[config.mk]
export PLATFORM = sky130hd
export DESIGN_NAME = dtio_top
export DESIGN_NICKNAME = d
export VERILOG_FILES = /design/src/verilog/dtio_pkg.sv /design/src/verilog/dtio_deb_if.sv /design/src/verilog/dtio_top.sv /design/src/verilog/dtio_debounce.sv
export SDC_FILE = /design/constraint.sdc
export NUM_CORES = 1
export LEC_CHECK = 0
export ABC_CLOCK_PERIOD_IN_PS = 6350
export BUFFER_PORTS_ARGS = -buffer_cell sky130_fd_sc_hd__buf_2
export CAP_MARGIN = 10
export CORE_MARGIN = 4
export CORE_UTILIZATION = 65
export DETAILED_ROUTE_END_ITERATION = 8
export PLACE_DENSITY = 0.85
export SLEW_MARGIN = 20
export SYNTH_ARGS = -nofsm -noshare
export SYNTH_HDL_FRONTEND = slang
export SYNTH_HIERARCHICAL = 1
export SYNTH_SLANG_ARGS = --single-unit
[constraint.sdc]
create_clock -name clk_sys_i -period 6.35 [get_ports clk_sys_i]
set_clock_uncertainty 0.05 [all_clocks]
set_input_delay 0.3175 -clock clk_sys_i [delete_from_list [all_inputs] [get_ports clk_sys_i]]
set_output_delay 0.3175 -clock clk_sys_i [all_outputs]
set_load 0.1 [all_outputs]
[src/verilog/dtio_pkg.sv]
// package of constants and types for the drive terminal io logic
package dtio_pkg;
  localparam int DTIO_NUM_IN = 8;
  // input bit positions
  localparam int IN_FWD = 0;
  localparam int IN_REV = 1;
  localparam int IN_EXT_FAULT = 2;
  localparam int IN_FAULT_CLEAR = 3;
  localparam int IN_SPEED0 = 4;
  localparam int IN_SPEED1 = 5;
  localparam int IN_JOG = 6;
  localparam int IN_COAST = 7;
  // debounce time and its cycle count at 100 MHz
  localparam int DEB_TIME_US = 10;
  localparam int CLK_MHZ = 100;
  localparam int DEB_CYCLES = DEB_TIME_US * CLK_MHZ;
  localparam int DEB_W = 12;
  // register offsets
  localparam logic [7:0] REG_CTRL = 8'h00;
  localparam logic [7:0] REG_STATUS = 8'h04;
  localparam logic [7:0] REG_FREQ_CMD = 8'h08;
  localparam logic [7:0] REG_OUT_FREQ = 8'h0c;
  localparam logic [7:0] REG_REACH = 8'h10;
  localparam logic [7:0] REG_JOG_FREQ = 8'h14;
  localparam logic [7:0] REG_STAGE0 = 8'h18;
  localparam logic [7:0] REG_STAGE1 = 8'h1c;
  localparam logic [7:0] REG_STAGE2 = 8'h20;
  localparam logic [7:0] REG_STAGE3 = 8'h24;
  localparam logic [7:0] REG_IRQ_STAT = 8'h28;
  localparam logic [7:0] REG_IRQ_EN = 8'h2c;
  localparam logic [7:0] REG_IRQ_CLR = 8'h30;
  localparam logic [7:0] REG_INPUTS = 8'h34;
  localparam logic [7:0] REG_AO_LEVEL = 8'h38;
  // control field positions
  localparam int CTRL_DO_SEL = 0;
  localparam int CTRL_AO_SRC_LO = 1;
  localparam int CTRL_AO_SRC_HI = 2;
  localparam int CTRL_SW_FAULT = 3;
  localparam logic [3:0] CTRL_RESET = 4'h0;
  // status field positions
  localparam int ST_RUN_FWD = 0;
  localparam int ST_RUN_REV = 1;
  localparam int ST_TRIPPED = 2;
  localparam int ST_COAST = 3;
  localparam int ST_JOG = 4;
  localparam int ST_REACHED = 5;
  localparam int ST_CONFLICT = 6;
  localparam int ST_AO_MODE = 7;
  // interrupt events
  localparam int EV_TRIP = 0;
  localparam int EV_CLEAR = 1;
  localparam int EV_REACH = 2;
  localparam int EV_COAST = 3;
  localparam int EV_W = 4;
  localparam logic [15:0] FREQ_RESET = 16'h0000;

  typedef enum logic [1:0] {
    DRV_STOP = 2'b00,
    DRV_FWD = 2'b01,
    DRV_REV = 2'b10,
    DRV_TRIP = 2'b11
  } dtio_drv_type;
endpackage

[src/verilog/dtio_deb_if.sv]
// interface carrying raw and debounced contact levels
`timescale 1ns/1ps
interface dtio_deb_if;
  logic [7:0] raw;
  logic [7:0] clean;
  modport src (output raw, input clean);
  modport deb (input raw, output clean);
endinterface

[src/verilog/dtio_top.sv]
// drive terminal io logic: contact decode, fault relay, shared monitor output
`timescale 1ns/1ps
module dtio_top import dtio_pkg::*; #(
  parameter int DEB_COUNT = DEB_CYCLES,
  parameter int FREQ_W = 16,
  parameter int RAMP_STEP = 1
) (
  input wire logic clk_sys_i,
  input wire logic rst_n_i,
  input wire logic fwd_run_in_i,
  input wire logic rev_run_in_i,
  input wire logic ext_fault_in_i,
  input wire logic fault_clear_in_i,
  input wire logic speed_sel_bit0_i,
  input wire logic speed_sel_bit1_i,
  input wire logic jog_in_i,
  input wire logic coast_stop_in_i,
  input wire logic out_type_jumper_i,
  input wire logic [7:0] addr_i,
  input wire logic [31:0] wdata_i,
  input wire logic wr_i,
  input wire logic rd_i,
  output logic [31:0] rdata_o,
  output logic irq_o,
  output logic run_fwd_o,
  output logic run_rev_o,
  output logic output_enable_o,
  output logic [FREQ_W-1:0] freq_cmd_o,
  output logic reach_out_o,
  output logic [FREQ_W-1:0] analog_monitor_out_o,
  output logic analog_monitor_en_o,
  output logic fault_relay_no_o,
  output logic fault_relay_nc_o
);
  typedef struct packed {
    logic [1:0] jmp_s;
    logic jmp;
    dtio_drv_type drv;
    logic coast;
    logic jog;
    logic conflict;
    logic reached;
    logic [FREQ_W-1:0] out_freq;
    logic [FREQ_W-1:0] target;
    logic [3:0] ctrl;
    logic [FREQ_W-1:0] reach_set;
    logic [FREQ_W-1:0] jog_freq;
    logic [3:0][FREQ_W-1:0] stage;
    logic [EV_W-1:0] irq_stat;
    logic [EV_W-1:0] irq_en;
    logic [7:0] prev_in;
    logic [31:0] rdata;
    logic irq;
    logic run_fwd;
    logic run_rev;
    logic out_en;
    logic reach_out;
    logic [FREQ_W-1:0] ao;
    logic ao_en;
    logic relay_no;
    logic relay_nc;
  } dtio_state_type;
  dtio_state_type st_q, st_d;

  dtio_deb_if deb_if ();
  logic [7:0] cin;

  assign deb_if.raw = {coast_stop_in_i, jog_in_i, speed_sel_bit1_i, speed_sel_bit0_i,
                       fault_clear_in_i, ext_fault_in_i, rev_run_in_i, fwd_run_in_i};
  assign cin = deb_if.clean;

  dtio_debounce #(.CYCLES(DEB_COUNT)) u_deb (
    .clk_sys_i(clk_sys_i),
    .rst_n_i(rst_n_i),
    .port_if(deb_if)
  );

  function automatic logic [31:0] zext(input logic [FREQ_W-1:0] v);
    zext = 32'(v);
  endfunction

  logic do_mode;
  logic [EV_W-1:0] ev;
  logic fault_req;
  logic clear_req;
  logic [FREQ_W-1:0] step;

  always_comb begin
    st_d = st_q;
    ev = '0;
    step = FREQ_W'(RAMP_STEP);
    st_d.jmp_s = {st_q.jmp_s[0], out_type_jumper_i};
    st_d.jmp = st_q.jmp_s[1];
    st_d.prev_in = cin;
    // digital output only when jumper and select bit are both set
    do_mode = st_q.jmp & st_q.ctrl[CTRL_DO_SEL];
    fault_req = cin[IN_EXT_FAULT] | st_q.ctrl[CTRL_SW_FAULT];
    clear_req = cin[IN_FAULT_CLEAR] & ~st_q.prev_in[IN_FAULT_CLEAR];
    st_d.conflict = cin[IN_FWD] & cin[IN_REV];
    st_d.coast = cin[IN_COAST];
    st_d.jog = cin[IN_JOG];

    unique case (st_q.drv)
      DRV_STOP: begin
        if (fault_req) begin
          st_d.drv = DRV_TRIP;
        end else if (cin[IN_FWD] && !cin[IN_REV]) begin
          st_d.drv = DRV_FWD;
        end else if (cin[IN_REV] && !cin[IN_FWD]) begin
          st_d.drv = DRV_REV;
        end
      end
      DRV_FWD: begin
        if (fault_req) begin
          st_d.drv = DRV_TRIP;
        end else if (!cin[IN_FWD] || cin[IN_REV]) begin
          st_d.drv = DRV_STOP;
        end
      end
      DRV_REV: begin
        if (fault_req) begin
          st_d.drv = DRV_TRIP;
        end else if (!cin[IN_REV] || cin[IN_FWD]) begin
          st_d.drv = DRV_STOP;
        end
      end
      DRV_TRIP: begin
        if (clear_req && !fault_req) begin
          st_d.drv = DRV_STOP;
          ev[EV_CLEAR] = 1'b1;
        end
      end
    endcase
    if (st_d.drv == DRV_TRIP && st_q.drv != DRV_TRIP) begin
      ev[EV_TRIP] = 1'b1;
    end

    // target frequency: jog overrides stage speeds
    if (cin[IN_JOG]) begin
      st_d.target = st_q.jog_freq;
    end else begin
      st_d.target = st_q.stage[{cin[IN_SPEED1], cin[IN_SPEED0]}];
    end

    // output frequency ramp; coast and trip drop it at once
    if (cin[IN_COAST] || st_q.drv == DRV_TRIP) begin
      st_d.out_freq = '0;
    end else if (st_q.drv == DRV_STOP) begin
      st_d.out_freq = (st_q.out_freq > step) ? st_q.out_freq - step : '0;
    end else if (st_q.out_freq + step <= st_q.target && st_q.out_freq + step > st_q.out_freq) begin
      st_d.out_freq = st_q.out_freq + step;
    end else if (st_q.out_freq > st_q.target + step) begin
      st_d.out_freq = st_q.out_freq - step;
    end else begin
      st_d.out_freq = st_q.target;
    end

    st_d.reached = (st_q.drv == DRV_FWD || st_q.drv == DRV_REV) &&
                   (st_q.out_freq >= st_q.reach_set) && !cin[IN_COAST];
    if (st_d.reached && !st_q.reached) begin
      ev[EV_REACH] = 1'b1;
    end
    if (cin[IN_COAST] && !st_q.prev_in[IN_COAST]) begin
      ev[EV_COAST] = 1'b1;
    end

    st_d.rdata = '0;
    if (wr_i) begin
      unique case (addr_i)
        REG_CTRL: st_d.ctrl = wdata_i[3:0];
        REG_REACH: st_d.reach_set = wdata_i[FREQ_W-1:0];
        REG_JOG_FREQ: st_d.jog_freq = wdata_i[FREQ_W-1:0];
        REG_STAGE0: st_d.stage[0] = wdata_i[FREQ_W-1:0];
        REG_STAGE1: st_d.stage[1] = wdata_i[FREQ_W-1:0];
        REG_STAGE2: st_d.stage[2] = wdata_i[FREQ_W-1:0];
        REG_STAGE3: st_d.stage[3] = wdata_i[FREQ_W-1:0];
        REG_IRQ_EN: st_d.irq_en = wdata_i[EV_W-1:0];
        REG_IRQ_CLR: st_d.irq_stat = st_q.irq_stat & ~wdata_i[EV_W-1:0];
        default: ;
      endcase
    end
    // set wins over clear
    st_d.irq_stat = st_d.irq_stat | ev;
    if (rd_i) begin
      unique case (addr_i)
        REG_CTRL: st_d.rdata = 32'(st_q.ctrl);
        REG_STATUS: st_d.rdata = 32'({do_mode, st_q.conflict, st_q.reached, st_q.jog, st_q.coast,
                                      st_q.drv == DRV_TRIP, st_q.drv == DRV_REV, st_q.drv == DRV_FWD});
        REG_FREQ_CMD: st_d.rdata = zext(st_q.target);
        REG_OUT_FREQ: st_d.rdata = zext(st_q.out_freq);
        REG_REACH: st_d.rdata = zext(st_q.reach_set);
        REG_JOG_FREQ: st_d.rdata = zext(st_q.jog_freq);
        REG_STAGE0: st_d.rdata = zext(st_q.stage[0]);
        REG_STAGE1: st_d.rdata = zext(st_q.stage[1]);
        REG_STAGE2: st_d.rdata = zext(st_q.stage[2]);
        REG_STAGE3: st_d.rdata = zext(st_q.stage[3]);
        REG_IRQ_STAT: st_d.rdata = 32'(st_q.irq_stat);
        REG_IRQ_EN: st_d.rdata = 32'(st_q.irq_en);
        REG_INPUTS: st_d.rdata = 32'(cin);
        REG_AO_LEVEL: st_d.rdata = zext(st_q.ao);
        default: st_d.rdata = '0;
      endcase
    end

    st_d.irq = |(st_q.irq_stat & st_q.irq_en);
    st_d.run_fwd = (st_q.drv == DRV_FWD) && !cin[IN_COAST];
    st_d.run_rev = (st_q.drv == DRV_REV) && !cin[IN_COAST];
    st_d.out_en = (st_q.drv == DRV_FWD || st_q.drv == DRV_REV) && !cin[IN_COAST];
    st_d.reach_out = do_mode & st_q.reached;
    st_d.ao_en = ~do_mode;
    unique case (st_q.ctrl[CTRL_AO_SRC_HI:CTRL_AO_SRC_LO])
      2'b00: st_d.ao = st_q.out_freq;
      2'b01: st_d.ao = st_q.target;
      2'b10: st_d.ao = st_q.reach_set;
      default: st_d.ao = '0;
    endcase
    if (do_mode) begin
      st_d.ao = '0;
    end
    st_d.relay_no = (st_d.drv == DRV_TRIP);
    st_d.relay_nc = (st_d.drv != DRV_TRIP);
  end

  always_ff @(posedge clk_sys_i) begin
    if (!rst_n_i) begin
      st_q <= '0;
      st_q.relay_nc <= 1'b1;
      st_q.ao_en <= 1'b1;
    end else begin
      st_q <= st_d;
    end
  end

  assign rdata_o = st_q.rdata;
  assign irq_o = st_q.irq;
  assign run_fwd_o = st_q.run_fwd;
  assign run_rev_o = st_q.run_rev;
  assign output_enable_o = st_q.out_en;
  assign freq_cmd_o = st_q.out_freq;
  assign reach_out_o = st_q.reach_out;
  assign analog_monitor_out_o = st_q.ao;
  assign analog_monitor_en_o = st_q.ao_en;
  assign fault_relay_no_o = st_q.relay_no;
  assign fault_relay_nc_o = st_q.relay_nc;
endmodule

[src/verilog/dtio_debounce.sv]
// synchroniser and debounce filter for the dry-contact inputs
`timescale 1ns/1ps
module dtio_debounce import dtio_pkg::*; #(
  parameter int CYCLES = DEB_CYCLES
) (
  input wire logic clk_sys_i,
  input wire logic rst_n_i,
  dtio_deb_if.deb port_if
);
  typedef struct packed {
    logic [7:0] s1;
    logic [7:0] s2;
    logic [7:0] clean;
    logic [7:0][DEB_W-1:0] cnt;
  } dtio_deb_state_type;
  dtio_deb_state_type st_q, st_d;
  localparam logic [DEB_W-1:0] LIMIT = DEB_W'(CYCLES - 1);

  always_comb begin
    st_d = st_q;
    st_d.s1 = port_if.raw;
    st_d.s2 = st_q.s1;
    for (int i = 0; i < 8; i++) begin
      if (st_q.s2[i] == st_q.clean[i]) begin
        st_d.cnt[i] = '0;
      end else if (st_q.cnt[i] == LIMIT) begin
        st_d.clean[i] = st_q.s2[i];
        st_d.cnt[i] = '0;
      end else begin
        st_d.cnt[i] = st_q.cnt[i] + 1'b1;
      end
    end
  end

  always_ff @(posedge clk_sys_i) begin
    if (!rst_n_i) begin
      st_q <= '0;
    end else begin
      st_q <= st_d;
    end
  end
  assign port_if.clean = st_q.clean;
endmodule

Word-level counts from Yosys, hierarchy flattened
Index checks and enable logic that the tools add are counted.
{ "totals": {"ff_bits": 333, "elab_cells": 201} }
{ "op_classes": {"addsub": 11, "n_lt_le_gt_ge": 6, "n_eq_ne": 38, "mux": 26, "n_bitwise": 20, "n_reduce_logical": 53} }
{ "ops": {"columns": ["op", "n"], "rows": [
  ["16-bit case mux with 14 select lines", 1],
  ["12-bit by 1-bit adder with 12-bit output, second input constant", 8],
  ["12-bit by 10-bit == test with 1-bit output, second input constant", 8],
  ["16-bit two-way mux", 6],
  ["8-bit by 6-bit == test with 1-bit output, second input constant", 7],
  ["16-bit case mux with 3 select lines", 1],
  ["2-bit AND reduction", 17],
  ["16-bit by 1-bit adder with 16-bit output, second input constant", 2],
  ["16-bit binary-select mux with 2-bit select", 1],
  ["8-bit by 5-bit == test with 1-bit output, second input constant", 4],
  ["16-bit > comparator", 2],
  ["3-bit OR reduction", 8],
  ["8-bit by 4-bit == test with 1-bit output, second input constant", 2],
  ["16-bit >= comparator", 1],
  ["16-bit by 1-bit > comparator with 1-bit output, second input constant", 1],
  ["16-bit <= comparator", 1],
  ["2-bit two-way mux", 8],
  ["16-bit by 1-bit subtractor with 16-bit output, second input constant", 1],
  ["1-bit logical AND", 12],
  ["1-bit inverter", 11],
  ["4-bit bitwise AND", 2],
  ["1-bit == test", 8],
  ["2-bit == test, second input constant", 4],
  ["8-bit by 3-bit == test with 1-bit output, second input constant", 1],
  ["other kinds (17)", 37]
]} }

Logic depth before layout (Yosys ltp)
Gate-level depths: netlist of run 1.
{ "logic_depth": {"ltp_word": 10, "mapped_depth": 17, "mapped_depth_nobuf": 16} }

Cells and area by module
The synthesis of run 1 kept the hierarchy.
{ "by_module_without_submodules": {"columns": ["mod", "instances", "cells_per_inst", "area_per_inst_um2", "seq_area_each_um2"], "rows": [
  ["dtio_top", 1, 1338, 11268.3, 3803.6],
  ["dtio_debounce", 1, 547, 4894.7, 2402.3]
]} }

Worst setup path after synthesis of run 1
No wires, ideal clock.
{ "synth_timing": {"path_kind": "register to register", "startpoint": "register st_q (netlist bit freq_cmd_o[2])", "endpoint": "register st_q (netlist bit freq_cmd_o[11])", "arrival_time_ps": 3434, "t_required_ps": 6166, "path_slack_ps": 2732, "stages_incl_launch_ff": 18, "path_buffers": 2, "period_less_slack_ps": 3618, "cell_sequence": "dfxtp_1 > clkbuf_1 > and3_1 > and3_1 > nand2_1 > nor3_1 > ha_1 > inv_1 > ha_1 > nand4_1 > nor2_1 > a221o_1 > or3_1 > a32oi_4 > inv_4 > buf_6 > mux2i_1 > o22ai_1"} }
{ "synth_between": {"elab_chain_len": 5} }
{ "synth_rtl": {"columns": ["element", "line", "source"], "rows": [
  ["from (decl)", "dtio_top.sv:63", "dtio_state_type st_q, st_d;"],
  ["from (signal assigned)", "dtio_top.sv:230", "st_q <= st_d;"],
  ["16-bit by 1-bit adder with 16-bit output", "dtio_top.sv:150, dtio_top.sv:151", null],
  ["16-bit <= comparator or 16-bit > comparator (tied branches)", "dtio_top.sv:150", "end else if (st_q.out_freq + step <= st_q.target && st_q.out_freq + step > st_q.out_freq) begin"],
  ["1-bit logical AND", "dtio_top.sv:150", null],
  ["16-bit two-way mux", "dtio_top.sv:150", null],
  ["16-bit two-way mux (*)", "dtio_top.sv:148", "end else if (st_q.drv == DRV_STOP) begin"]
]} }
Mark *: on every way between the ends. The rest lies on a longest branch, timed or not.
A chain may end at the register's enable or synchronous reset.

==> results of run 1 <==
registers in the layout, summed over array words and instances (netlist names):
register / flops
rdata_o: 16
st_d: 2
u_deb/st_d: 8
st_q: 132
fault_relay_no_o: 1
u_deb/st_q: 104
u_deb/port_if.clean: 8
output_enable_o: 1
run_rev_o: 1
freq_cmd_o: 16
analog_monitor_out_o: 16
fault_relay_nc_o: 1
run_fwd_o: 1
irq_o: 1
analog_monitor_en_o: 1
reach_out_o: 1
synthesized netlist by cell type, types with 3 or more instances:
| cell type | n |
|---|---|
| buf_6 | 3 |
| ha_1 | 71 |
| nand2_1 | 285 |
| nand2b_1 | 6 |
| or4_1 | 11 |
| mux4_2 | 16 |
| clkbuf_1 | 65 |
| o2111ai_1 | 5 |
| a21o_1 | 9 |
| and4_1 | 4 |
| mux2i_1 | 56 |
| and3_1 | 6 |
| a31oi_1 | 17 |
| nand4_1 | 28 |
| inv_1 | 79 |
| a22o_1 | 22 |
| nor4_1 | 17 |
| a21boi_0 | 107 |
| nor3_1 | 40 |
| buf_2 | 12 |
| xor2_1 | 34 |
| nand3_2 | 4 |
| o21a_1 | 3 |
| nand3_1 | 71 |
| a222oi_1 | 12 |
| nor2_1 | 192 |
| buf_4 | 77 |
| nand3b_1 | 11 |
| o22ai_1 | 12 |
| dfxtp_1 | 310 |
| a221oi_1 | 27 |
| a21oi_1 | 42 |
| o21ai_0 | 16 |
| nor3b_1 | 3 |
| a22oi_1 | 21 |
| xnor2_1 | 95 |
| nor2b_1 | 27 |
| o221ai_1 | 3 |
| buf_1 | 4 |
| or4b_1 | 4 |
| and2_1 | 27 |
report_power, final:
part	switching [mW]	leakage (nW)	internal, mW	total, mW
combinational	1.06	3.16	0.520	1.58
sequential	0.163	2.51	2.01	2.17
clock	0.784	0.531	1.14	1.92
total	2.01	6.19	3.67	5.67
cells in the final DEF (no fill, tap or decap), types with 6 or more instances in the layout:
cell type and instances:
dfxtp_1 310, nand2_1 285, nor2_1 188, a21boi_0 107, xnor2_1 95, buf_2 91, inv_1 79, nand3_1 71
ha_1 71, mux2i_1 56, a21oi_1 42, nor3_1 35, xor2_1 34, clkbuf_16 31, nand4_1 28, nor2b_1 27
a221oi_1 27, and2_1 27, a22o_1 22, a22oi_1 21, nor4_1 17, a31oi_1 17, dlygate4sd3_1 17, buf_4 17
o21ai_0 16, mux4_2 16, conb_1 16, a222oi_1 12, o22ai_1 12, nand3b_1 11, or4_1 11, a21o_1 9
clkbuf_8 7, and3_1 6, nand2b_1 6
routing by layer:
metal | vias up | global-route usage, % | part of all wire (%)
li1 | 6474 | - | -
met1 | 6507 | 38.57 | 38
met2 | 836 | 50.09 | 45
met3 | 218 | 6.530 | 11
met4 | 2 | 14.71 | 5.6
met5 | - | 0 | 0.025
area by class of cell:
class	instances	area, µm²	area share [%]
Clock buffer	41	883.3	5.029
Tap cell	324	405.4	2.308
Sequential cell	310	6206	35.33
Clock inverter	13	190.2	1.083
Timing Repair Buffer	125	753.2	4.288
Antenna cell	2	5.005	0.02849
Multi-Input combinational cell	1349	8821	50.21
Inverter	80	302.8	1.724
worst min-delay path, cell delays in order:
cell      delay, ns
buf_2          0.15
nand2_1        0.06
a21boi_0       0.07
through the flow:
step	area, µm²	worst slack, ns	utilization (%)
final	17570	1.649	72.02
after CTS	17560	1.733	72.00
after floorplan	16220	2.732	-
after detailed placement	16320	1.768	66.90
after global routing	17570	1.400	72.02
after global placement	16320	1.937	66.90
worst max-delay path by stage:
stage                   from        endpoint  cells after the start
2_1_floorplan  freq_cmd_o[2]  freq_cmd_o[11]                     17
3_3_place_gp       st_q[175]   freq_cmd_o[8]                     15
3_5_place_dp       st_q[175]   freq_cmd_o[7]                     15
4_1_cts            st_q[175]   freq_cmd_o[7]                     15
5_1_grt            st_q[176]   freq_cmd_o[9]                     15
6_report           st_q[175]   freq_cmd_o[6]                     15
cell families after synthesis:
kind of cell / count (synthesis)
flip-flops: 310
other: 1
AND/OR/NAND/NOR: 746
AO/OA/AOI/OAI: 314
adder cells (fa/ha/maj): 71
multiplexers: 73
XOR/XNOR: 129
buffers and inverters: 241
timing repair:
item | in CTS | in global routing
hold endpoints to repair | 37 | 0
hold buffers | 17 | 0
buffers inserted | 0 | 0
==> run summary, run 1 <==
post-synthesis compound-gate area fraction -> 14.32%
proportion of synthesized area in mux cells -> 5.767%
Max Cap Viol -> 0
Hold Path Cell Cnt -> 3
Synth Area in XOR/XNOR -> 6.990%
clock-pin slew on the worst setup and hold paths -> 0.07 ns
setup TNS -> 0 ns
top cell type by total area after synthesis -> dfxtp_1
Worst path slowest cell -> o21a_1
Clock Latency Late Sink -> 0.58 ns
Seq/Total Area, Yosys -> 38.40%
# clock sinks -> 310
Peak VDD IR -> 0.2760 mV
Syn Area/Cell -> 8.575 µm²
CP arrival -> 5.09 ns
status -> finished, final reports clean
final cell count without fillers -> 2244
number of global-route vias before repair -> 13647
simple-gate share of the synthesized area -> 21.37%
drt pass-1 iters -> 8
Mapped Area -> 16160 µm²
count of final max-slew check failures -> 0
Worst path max stage delay -> 0.79 ns
WS Path Type -> reg -> reg
first-pass GRT wire length -> 70410 µm
final hold vios -> 0
Port Buffers -> 92
CP top delay family -> simple AND/OR/NAND/NOR gates
P&R area growth vs syn -> 8.685%
Top FF cell, synth -> dfxtp_1
synth top area cells -> dfxtp_1 38%, nand2_1 6.6%, ha_1 5.5%
type of element launching the critical path -> flip-flop
proportion of layout cells with a drive suffix above 1 -> 10.48%
CTS tree -> yes
Critical R2R Capture -> freq_cmd_o[6]
Pleak -> 6.194 nW
CTS Root Cell -> clkbuf_16
Yosys warnings -> 6
Distinct cells, synth -> 66
placed instance count -> 2171
hold slack final -> 0.02383 ns
Post-synth EDFFs -> 0
RSZ-0062 raised after global routing -> no
CTS Buf Count -> 31
Crit Path Max Fanout -> 21
CP required -> 6.74 ns
Max Root-Sink Buffers -> 3
Hold Path Class -> in -> reg
largest net degree at the start of global routing -> 115
hold endpoint -> st_q[100]
Crit. End Element -> flip-flop
Cells after Synth -> 1885
Slew headroom -> 18.34%
die area -> 27450 µm²
CP bufs+invs -> 1
worst min-delay path startpoint -> wdata_i[12]
final setup fails -> 0
initial antenna violation count -> 3
width of the chip -> 165.7 µm
Period minus WS final -> 4.701 ns
RD Place Congestion -> 0.9731
R2R depth -> 15
post-DP HPWL -> 29660 µm
Post-route DRC -> 0
nets -> 2021
Starting Density -> 66.27%
GRT Residual Overflow -> 0
Resize count post-CTS -> 0
DRT iter0 DRCs -> 1702
Die Height -> 165.7 µm
PD cells -> 323.0 nW/µm²
Period Utilization, post-route -> 74.03%
area share of the largest cell type after synthesis -> 38.40%
H-tree levels -> 1
fmax -> 0.2127 GHz
#FFs+latches synth -> 310
Post-synth ARST share -> 0%
Via density -> 6.255
Pwr Total -> 5.675 mW
io pins -> 125
Slew @ Worst Pin -> 1.224 ns
GRT Util Overall -> 30.57%
Detail Route Antenna Nets -> 0
FP Rows -> 57
final wirelength -> 44160 µm
largest family of logic cells by synthesized area -> simple AND/OR/NAND/NOR gates
R2R Setup Slk -> 1.65 ns
routed vias -> 14037
drt wl/cell -> 19.68 µm
Post-Synth Adder-Cell Area -> 5.496%
core area -> 24390 µm²
cell chain of the critical path -> inv_1 > nor4_1 > nand4_1 > nor2_1 > nand3_1 > xnor2_1 > ha_1 > nand4_1 > or4_1 > a21oi_1 > or4b_2 > o21a_1 > mux2i_1 > mux2i_1 > o22ai_1
# fillers -> 1807
reg2reg start -> st_q[175]
(Power assumes the default switching activity.)
==> inputs of run 2 (changes only) <==
Settings changed: ABC_CLOCK_PERIOD_IN_PS 6350 to 4300, CORE_UTILIZATION 65 to 55, PLACE_DENSITY 0.85 to 0.77.
Clock period 6.35 ns to 4.3 ns, I/O delays scaled along.
==> run summary, run 2 (same netlist as run 1, synthesis figures left out) <==
status -> finished, final reports clean (unchanged)
CTS Root Cell -> clkbuf_16 (unchanged)
hold endpoint -> st_q[162] (was st_q[100])
ant diodes -> 0 (was 2)
CTS tree -> yes (unchanged)
largest net degree at the start of global routing -> 91 (was 115)
width of the chip -> 179.4 µm (was 165.7 µm)
count of final max-slew check failures -> 0 (unchanged)
Detail Route Antenna Nets -> 0 (unchanged)
reg2reg start -> st_q[176] (was st_q[175])
postcts setup bufs -> 0 (unchanged)
number of global-route vias before repair -> 13444 (was 13647)
most frequent cells in the layout -> 310 x dfxtp_1, 285 x nand2_1, 190 x nor2_1 (was 310 x dfxtp_1, 285 x nand2_1, 188 x nor2_1)
clock-pin slew on the worst setup and hold paths -> 0.06 ns (was 0.07 ns)
CP arrival -> 4.45 ns (was 5.09 ns)
initial antenna violation count -> 1 (was 3)
max reg flops -> 132 (unchanged)
Clock Latency Late Sink -> 0.52 ns (was 0.58 ns)
Place WS -> 0.2243 ns (was 1.768 ns)
Critical R2R Capture -> freq_cmd_o[15] (was freq_cmd_o[6])
Starting Density -> 56.01% (was 66.27%)
GRT Residual Overflow -> 0 (unchanged)
drt wl/cell -> 19.30 µm (was 19.68 µm)
final hold vios -> 0 (unchanged)
io pins -> 125 (unchanged)
Period Utilization, post-route -> 94.66% (was 74.03%)
CTS Buf Count -> 35 (was 31)
first-pass GRT wire length -> 71480 µm (was 70410 µm)
Net Sw Frac -> 35.43% (was 35.36%)
Crit. End Element -> flip-flop (unchanged)
Crit Path Max Fanout -> 21 (unchanged)
Hold Path Class -> in -> reg (unchanged)
Hold Path Cell Cnt -> 3 (unchanged)
FP Rows -> 62 (was 57)
RD Place Congestion -> 0.9606 (was 0.9731)
final setup fails -> 0 (unchanged)
fin worst setup slack -> 0.2295 ns (was 1.649 ns)
post-DP HPWL -> 30420 µm (was 29660 µm)
Slew headroom -> 37.06% (was 18.34%)
P_int -> 5.559 mW (was 3.668 mW)
GRT Util Overall -> 26.53% (was 30.57%)
Post-route DRC -> 0 (unchanged)
most common cell after layout, fill and taps aside -> dfxtp_1 (unchanged)
Via density -> 6.007 (was 6.255)
Biggest register -> st_q (unchanged)
PD cells -> 479.5 nW/µm² (was 323.0 nW/µm²)
R2R Setup Slk -> 0.23 ns (was 1.65 ns)
core area -> 28860 µm² (was 24390 µm²)
nets -> 2058 (was 2021)
sequential share of power -> 35.8% (was 38.3%)
proportion of layout cells with a drive suffix above 1 -> 11.46% (was 10.48%)
Peak VDD IR -> 0.3151 mV (was 0.2760 mV)
die area -> 32190 µm² (was 27450 µm²)
Slew @ Worst Pin -> 0.9430 ns (was 1.224 ns)
top flop regs -> st_q (132), u_deb/st_q (104) (unchanged)
final wirelength -> 45150 µm (was 44160 µm)
type of element launching the critical path -> flip-flop (unchanged)
Max Cap Viol -> 0 (unchanged)
Psw -> 3.050 mW (was 2.006 mW)
# clock sinks -> 310 (unchanged)
Period minus WS final -> 4.070 ns (was 4.701 ns)
drt pass-1 iters -> 8 (unchanged)
routed vias -> 14050 (was 14037)
WS Path Type -> reg -> reg (unchanged)
Port Buffers -> 92 (unchanged)
Pleak -> 6.371 nW (was 6.194 nW)
Max Root-Sink Buffers -> 3 (unchanged)
R2R depth -> 16 (was 15)
Comb power frac -> 30.1% (was 27.8%)
clock group share of total power -> 34.1% (was 33.9%)
CP required -> 4.68 ns (was 6.74 ns)
fmax -> 0.2457 GHz (was 0.2127 GHz)
worst min-delay path startpoint -> wdata_i[10] (was wdata_i[12])
P&R area growth vs syn -> 11.09% (was 8.685%)
setup TNS -> 0 ns (unchanged)
Die Height -> 179.4 µm (was 165.7 µm)
DRT iter0 DRCs -> 1671 (was 1702)
H-tree levels -> 2 (was 1)
[run 2: cell types whose count changed in the layout (fill, tap and decap cells not counted), moves of 3 or more]
cell / change
clkbuf_16: +4
dlygate4sd3_1: +9
clkinvlp_4: +3
buf_4: +23
clkinv_2: -3
[run 2: worst max path at each step]
stage | start | to | cells past startpoint
floorplan | freq_cmd_o[2] | freq_cmd_o[11] | 17
global placement | st_q[176] | freq_cmd_o[3] | 16
detailed placement | st_q[176] | freq_cmd_o[15] | 16
CTS | st_q[176] | freq_cmd_o[15] | 16
global route | st_q[175] | freq_cmd_o[15] | 16
finish | st_q[176] | freq_cmd_o[15] | 16
[run 2: routing by layer]
| layer | share of wire (%) | wire length (µm) | up-vias | GRT usage (%) |
|---|---|---|---|---|
| li1 | - | - | 6551 | - |
| met1 | 41 | 18400 | 6586 | 34.44 |
| met2 | 46 | 20710 | 738 | 43.80 |
| met3 | 8.8 | 3958 | 173 | 4.608 |
| met4 | 4.6 | 2075 | 2 | 11.28 |
| met5 | 0.018 | 8 | - | 0 |
[run 2: area by class of cell]
type / count / area [µm²]
clock buffer: 46 / 977.2
clock inverter: 12 / 146.4
fill: 2451 / 10900
inverter: 80 / 302.8
multi-input combinational: 1349 / 8806
sequential: 310 / 6206
tap: 384 / 480.5
timing repair buffer: 158 / 1036
[run 2: power groups by stage]
stage,logic [mW],clock network (mW),registers [mW]
6_report,2.59,2.94,3.08
2_1_floorplan,2.08,0,3.11
5_1_grt,2.77,3.09,3.09
3_5_place_dp,2.52,0,3.14
4_1_cts,2.55,2.97,3.08
3_3_place_gp,2.46,0,3.14
[run 2: through the flow]
step | hold WS, ns | utilization, % | total power, mW | std cells | cell area, µm²
after floorplan | 0.2923 | - | 5.191 | 1900 | 16220
after global placement | 0.3682 | 57.39 | 5.595 | 2255 | 16560
after detailed placement | 0.3679 | 57.39 | 5.665 | 2255 | 16560
after CTS | 0.0005845 | 62.19 | 8.599 | 2339 | 17950
after global routing | 0.01102 | 62.22 | 8.952 | 2339 | 17950
final | 0.01089 | 62.22 | 8.610 | 2339 | 17950
[run 2: timing repair]
action / in CTS / in global routing
gates resized for setup: 0 / 2
endpoints found under the setup margin: 0 / 15
hold buffers: 26 / 0
endpoints found under the hold margin: 79 / 0
[run 2: critical path: stages (launching register included)]
cell	delay, ns
dfxtp_1	0.42
inv_1	0.16
nor4_2	0.38
nand4_1	0.28
nor2_2	0.26
nand3_1	0.13
xnor2_1	0.17
ha_1	0.30
nand4_1	0.16
or4_1	0.58
a21oi_1	0.13
or4b_2	0.13
o21a_1	0.15
buf_12	0.19
mux2i_1	0.23
mux2i_1	0.11
o22ai_1	0.14
==> inputs of run 3 (changes only) <==
Settings changed: ABC_AREA from default to 1, PLACE_DENSITY 0.77 to 0.81.
==> run summary, run 3 <==
Yosys warnings -> 6 (unchanged)
Period minus WS final -> 3.684 ns (was 4.070 ns)
max reg flops -> 132 (unchanged)
Slew @ Worst Pin -> 1.053 ns (was 0.9430 ns)
Distinct cells, synth -> 49 (was 66)
core area -> 30590 µm² (was 28860 µm²)
most frequent cell after synthesis -> nand2_1 (was dfxtp_1)
WS Path Type -> reg -> reg (unchanged)
Period Utilization, post-route -> 85.67% (was 94.66%)
CTS Root Cell -> clkbuf_16 (unchanged)
Pleak -> 7.635 nW (was 6.371 nW)
most frequent cells in the layout -> 417 x nand2_1, 340 x inv_1, 310 x dfxtp_1 (was 310 x dfxtp_1, 285 x nand2_1, 190 x nor2_1)
simple-gate share of the synthesized area -> 24.12% (was 21.37%)
Critical R2R Capture -> freq_cmd_o[12] (was freq_cmd_o[15])
count of final max-slew check failures -> 0 (unchanged)
Port Buffers -> 92 (unchanged)
post-DP HPWL -> 32930 µm (was 30420 µm)
drt pass-1 iters -> 6 (was 8)
type of element launching the critical path -> flip-flop (unchanged)
Slew headroom -> 29.61% (was 37.06%)
Top FF cell, synth -> dfxtp_1 (unchanged)
DRT iter0 DRCs -> 1921 (was 1671)
R2R Setup Slk -> 0.62 ns (was 0.23 ns)
most common cell after layout, fill and taps aside -> nand2_1 (was dfxtp_1)
initial antenna violation count -> 6 (was 1)
final cell count without fillers -> 2877 (was 2339)
largest family of logic cells by synthesized area -> simple AND/OR/NAND/NOR gates (unchanged)
Post-synth ARST share -> 0% (unchanged)
Clock Latency Late Sink -> 0.52 ns (about the same)
PD cells -> 465.6 nW/µm² (was 479.5 nW/µm²)
Crit. End Element -> flip-flop (unchanged)
Cell Area, Placed -> 17250 µm² (was 16560 µm²)
Synth Area in XOR/XNOR -> 3.593% (was 6.990%)
R2R depth -> 21 (was 16)
nets -> 2583 (was 2058)
die area -> 33910 µm² (was 32190 µm²)
proportion of synthesized area in mux cells -> 0% (was 5.767%)
Cells after Synth -> 2440 (was 1885)
io pins -> 125 (unchanged)
width of the chip -> 184.1 µm (was 179.4 µm)
synth top area cells -> dfxtp_1 36%, nand2_1 9.2%, inv_1 7.5% (was dfxtp_1 38%, nand2_1 6.6%, ha_1 5.5%)
Post-synth EDFFs -> 0 (unchanged)
final hold vios -> 0 (unchanged)
proportion of layout cells with a drive suffix above 1 -> 9.190% (was 11.46%)
GRT Residual Overflow -> 0 (unchanged)
RSZ-0062 raised after global routing -> no
H-tree levels -> 2 (unchanged)
Worst Setup SP -> st_q[172] (was st_q[176])
reg2reg start -> st_q[172] (was st_q[176])
number of global-route vias before repair -> 15232 (was 13444)
Hold Path Class -> in -> reg (unchanged)
Detail Route Antenna Nets -> 0 (unchanged)
status -> finished, final reports clean (unchanged)
CTS Buf Count -> 34 (was 35)
Seq/Total Area, Yosys -> 36.37% (was 38.40%)
clock-pin slew on the worst setup and hold paths -> 0.06 ns (about the same)
RD Place Congestion -> 0.9199 (was 0.9606)
Max Root-Sink Buffers -> 3 (unchanged)
Mapped Area -> 17060 µm² (was 16160 µm²)
Starting Density -> 55.78% (was 56.01%)
Crit Path Max Fanout -> 28 (was 21)
final core area utilization -> 60.55% (was 62.22%)
area share of the largest cell type after synthesis -> 36.37% (was 38.40%)
placed instance count -> 2802 (was 2255)
Max Cap Viol -> 0 (unchanged)
# clock sinks -> 310 (unchanged)
final wirelength -> 46170 µm (was 45150 µm)
Via density -> 5.655 (was 6.007)
top cell type by total area after synthesis -> dfxtp_1 (unchanged)
Commonest cells post-synth -> 417 x nand2_1, 340 x inv_1, 310 x dfxtp_1 (was 310 x dfxtp_1, 285 x nand2_1, 192 x nor2_1)
fmax -> 0.2715 GHz (was 0.2457 GHz)
Peak VDD IR -> 0.3218 mV (was 0.3151 mV)
Die Height -> 184.1 µm (was 179.4 µm)
P&R area growth vs syn -> 8.542% (was 11.09%)
Biggest register -> st_q (unchanged)
Syn Area/Cell -> 6.993 µm² (was 8.575 µm²)
#FFs+latches synth -> 310 (unchanged)
setup TNS -> 0 ns (unchanged)
drt wl/cell -> 16.05 µm (was 19.30 µm)
Design Area, Final -> 18520 µm² (was 17950 µm²)
final setup fails -> 0 (unchanged)
post-synthesis compound-gate area fraction -> 17.31% (was 14.32%)
end of the critical path -> freq_cmd_o[12] (was freq_cmd_o[15])
CTS tree -> yes (unchanged)
top flop regs -> st_q (132), u_deb/st_q (104) (unchanged)
CP arrival -> 4.00 ns (was 4.45 ns)
largest net degree at the start of global routing -> 65 (was 91)
Post-Synth Adder-Cell Area -> 5.206% (was 5.496%)
Post-route DRC -> 0 (unchanged)
FP Rows -> 64 (was 62)
ant diodes -> 0 (unchanged)
first-pass GRT wire length -> 74720 µm (was 71480 µm)
GRT Util Overall -> 26.47% (was 26.53%)
routed vias -> 16269 (was 14050)
CP required -> 4.62 ns (was 4.68 ns)
==> run 3: changes by cell type after synthesis, moves of 41 or more <==
| cell | before | now |
|---|---|---|
| a21boi_0 | 107 | 0 |
| a21oi_1 | 42 | 225 |
| inv_1 | 79 | 340 |
| mux2i_1 | 56 | 0 |
| nand2_1 | 285 | 417 |
| nand3_1 | 71 | 135 |
| nor2_1 | 192 | 236 |
| o21ai_0 | 16 | 218 |
| o22ai_1 | 12 | 53 |
| xnor2_1 | 95 | 29 |
==> run 3: cells by family after synthesis <==
kind of cell | count (synthesis)
flops | 310
buf+inv | 509
simple gates | 930
other cells | 1
fa+ha+maj | 71
xor+xnor | 70
compound gates | 549
==> run 3: layout make-up <==
cell class | instances | area, µm²
clock buffer | 49 | 978.4
clock inverter | 9 | 123.9
fill | 2672 | 12070
inverter | 349 | 1310
multi-input combinational | 1636 | 8632
sequential | 310 | 6206
tap | 396 | 495.5
timing repair buffer | 128 | 775.7
==> run 3: worst max-delay path, cell delays in order (launching register included) <==
cell and delay (ns):
dfxtp_1 0.44, ha_1 0.22, nand3_1 0.12, nor2_1 0.12
nand2_1 0.09, nor3_1 0.28, nand3_1 0.16, nor2_1 0.11
inv_1 0.08, nor3_1 0.18, xor2_1 0.10, ha_1 0.29
nand4_1 0.14, nor2_1 0.20, nand4_1 0.12, nand2_1 0.14
buf_4 0.29, nand2_1 0.10, o21ai_0 0.08, nand2_1 0.07
nand3_1 0.08, a21oi_1 0.06
==> run 3: layer usage <==
| metal | vias up | share of wire, % | global-route usage, % |
|---|---|---|---|
| met5 | - | 0.12 | 0 |
| met4 | 12 | 3.6 | 10.85 |
| met3 | 156 | 9.7 | 4.717 |
| met2 | 808 | 46 | 43.43 |
| met1 | 7362 | 41 | 34.60 |
| li1 | 7931 | - | - |
==> run 3: through the flow <==
| step | total power [mW] | setup slack, ns | hold WS, ns |
|---|---|---|---|
| 2_1_floorplan | 5.311 | 1.215 | 0.2626 |
| 3_3_place_gp | 5.665 | 0.7413 | 0.3489 |
| 3_5_place_dp | 5.723 | 0.6736 | 0.3497 |
| 4_1_cts | 8.623 | 0.6617 | 0.0008515 |
| 5_1_grt | 9.032 | 0.1965 | 0.002566 |
| 6_report | 8.624 | 0.6162 | 0.01516 |
==> run 3: what timing repair did <==
item	in CTS	in global routing
endpoints found under the hold margin	21	0
hold buffers	17	0
buffers inserted	0	0
setup endpoints to repair	0	0
resized for setup	0	0
==> run 3: how the worst min path moves through the flow <==
stage	startpoint	endpoint	depth (start not counted)
4_1_cts	wdata_i[8]	st_q[112]	3
5_1_grt	wdata_i[10]	st_q[114]	3
3_5_place_dp	st_d[212]	st_d[210]	2
3_3_place_gp	coast_stop_in_i	u_deb/st_d[111]	3
6_report	wdata_i[8]	st_q[112]	3
2_1_floorplan	out_type_jumper_i	st_d[212]	2
==> run 3: power breakdown <==
group	internal, mW	switching [mW]	leakage, nW
clock network	1.76	1.14	0.544
registers	2.97	0.149	2.51
logic	0.726	1.89	4.59
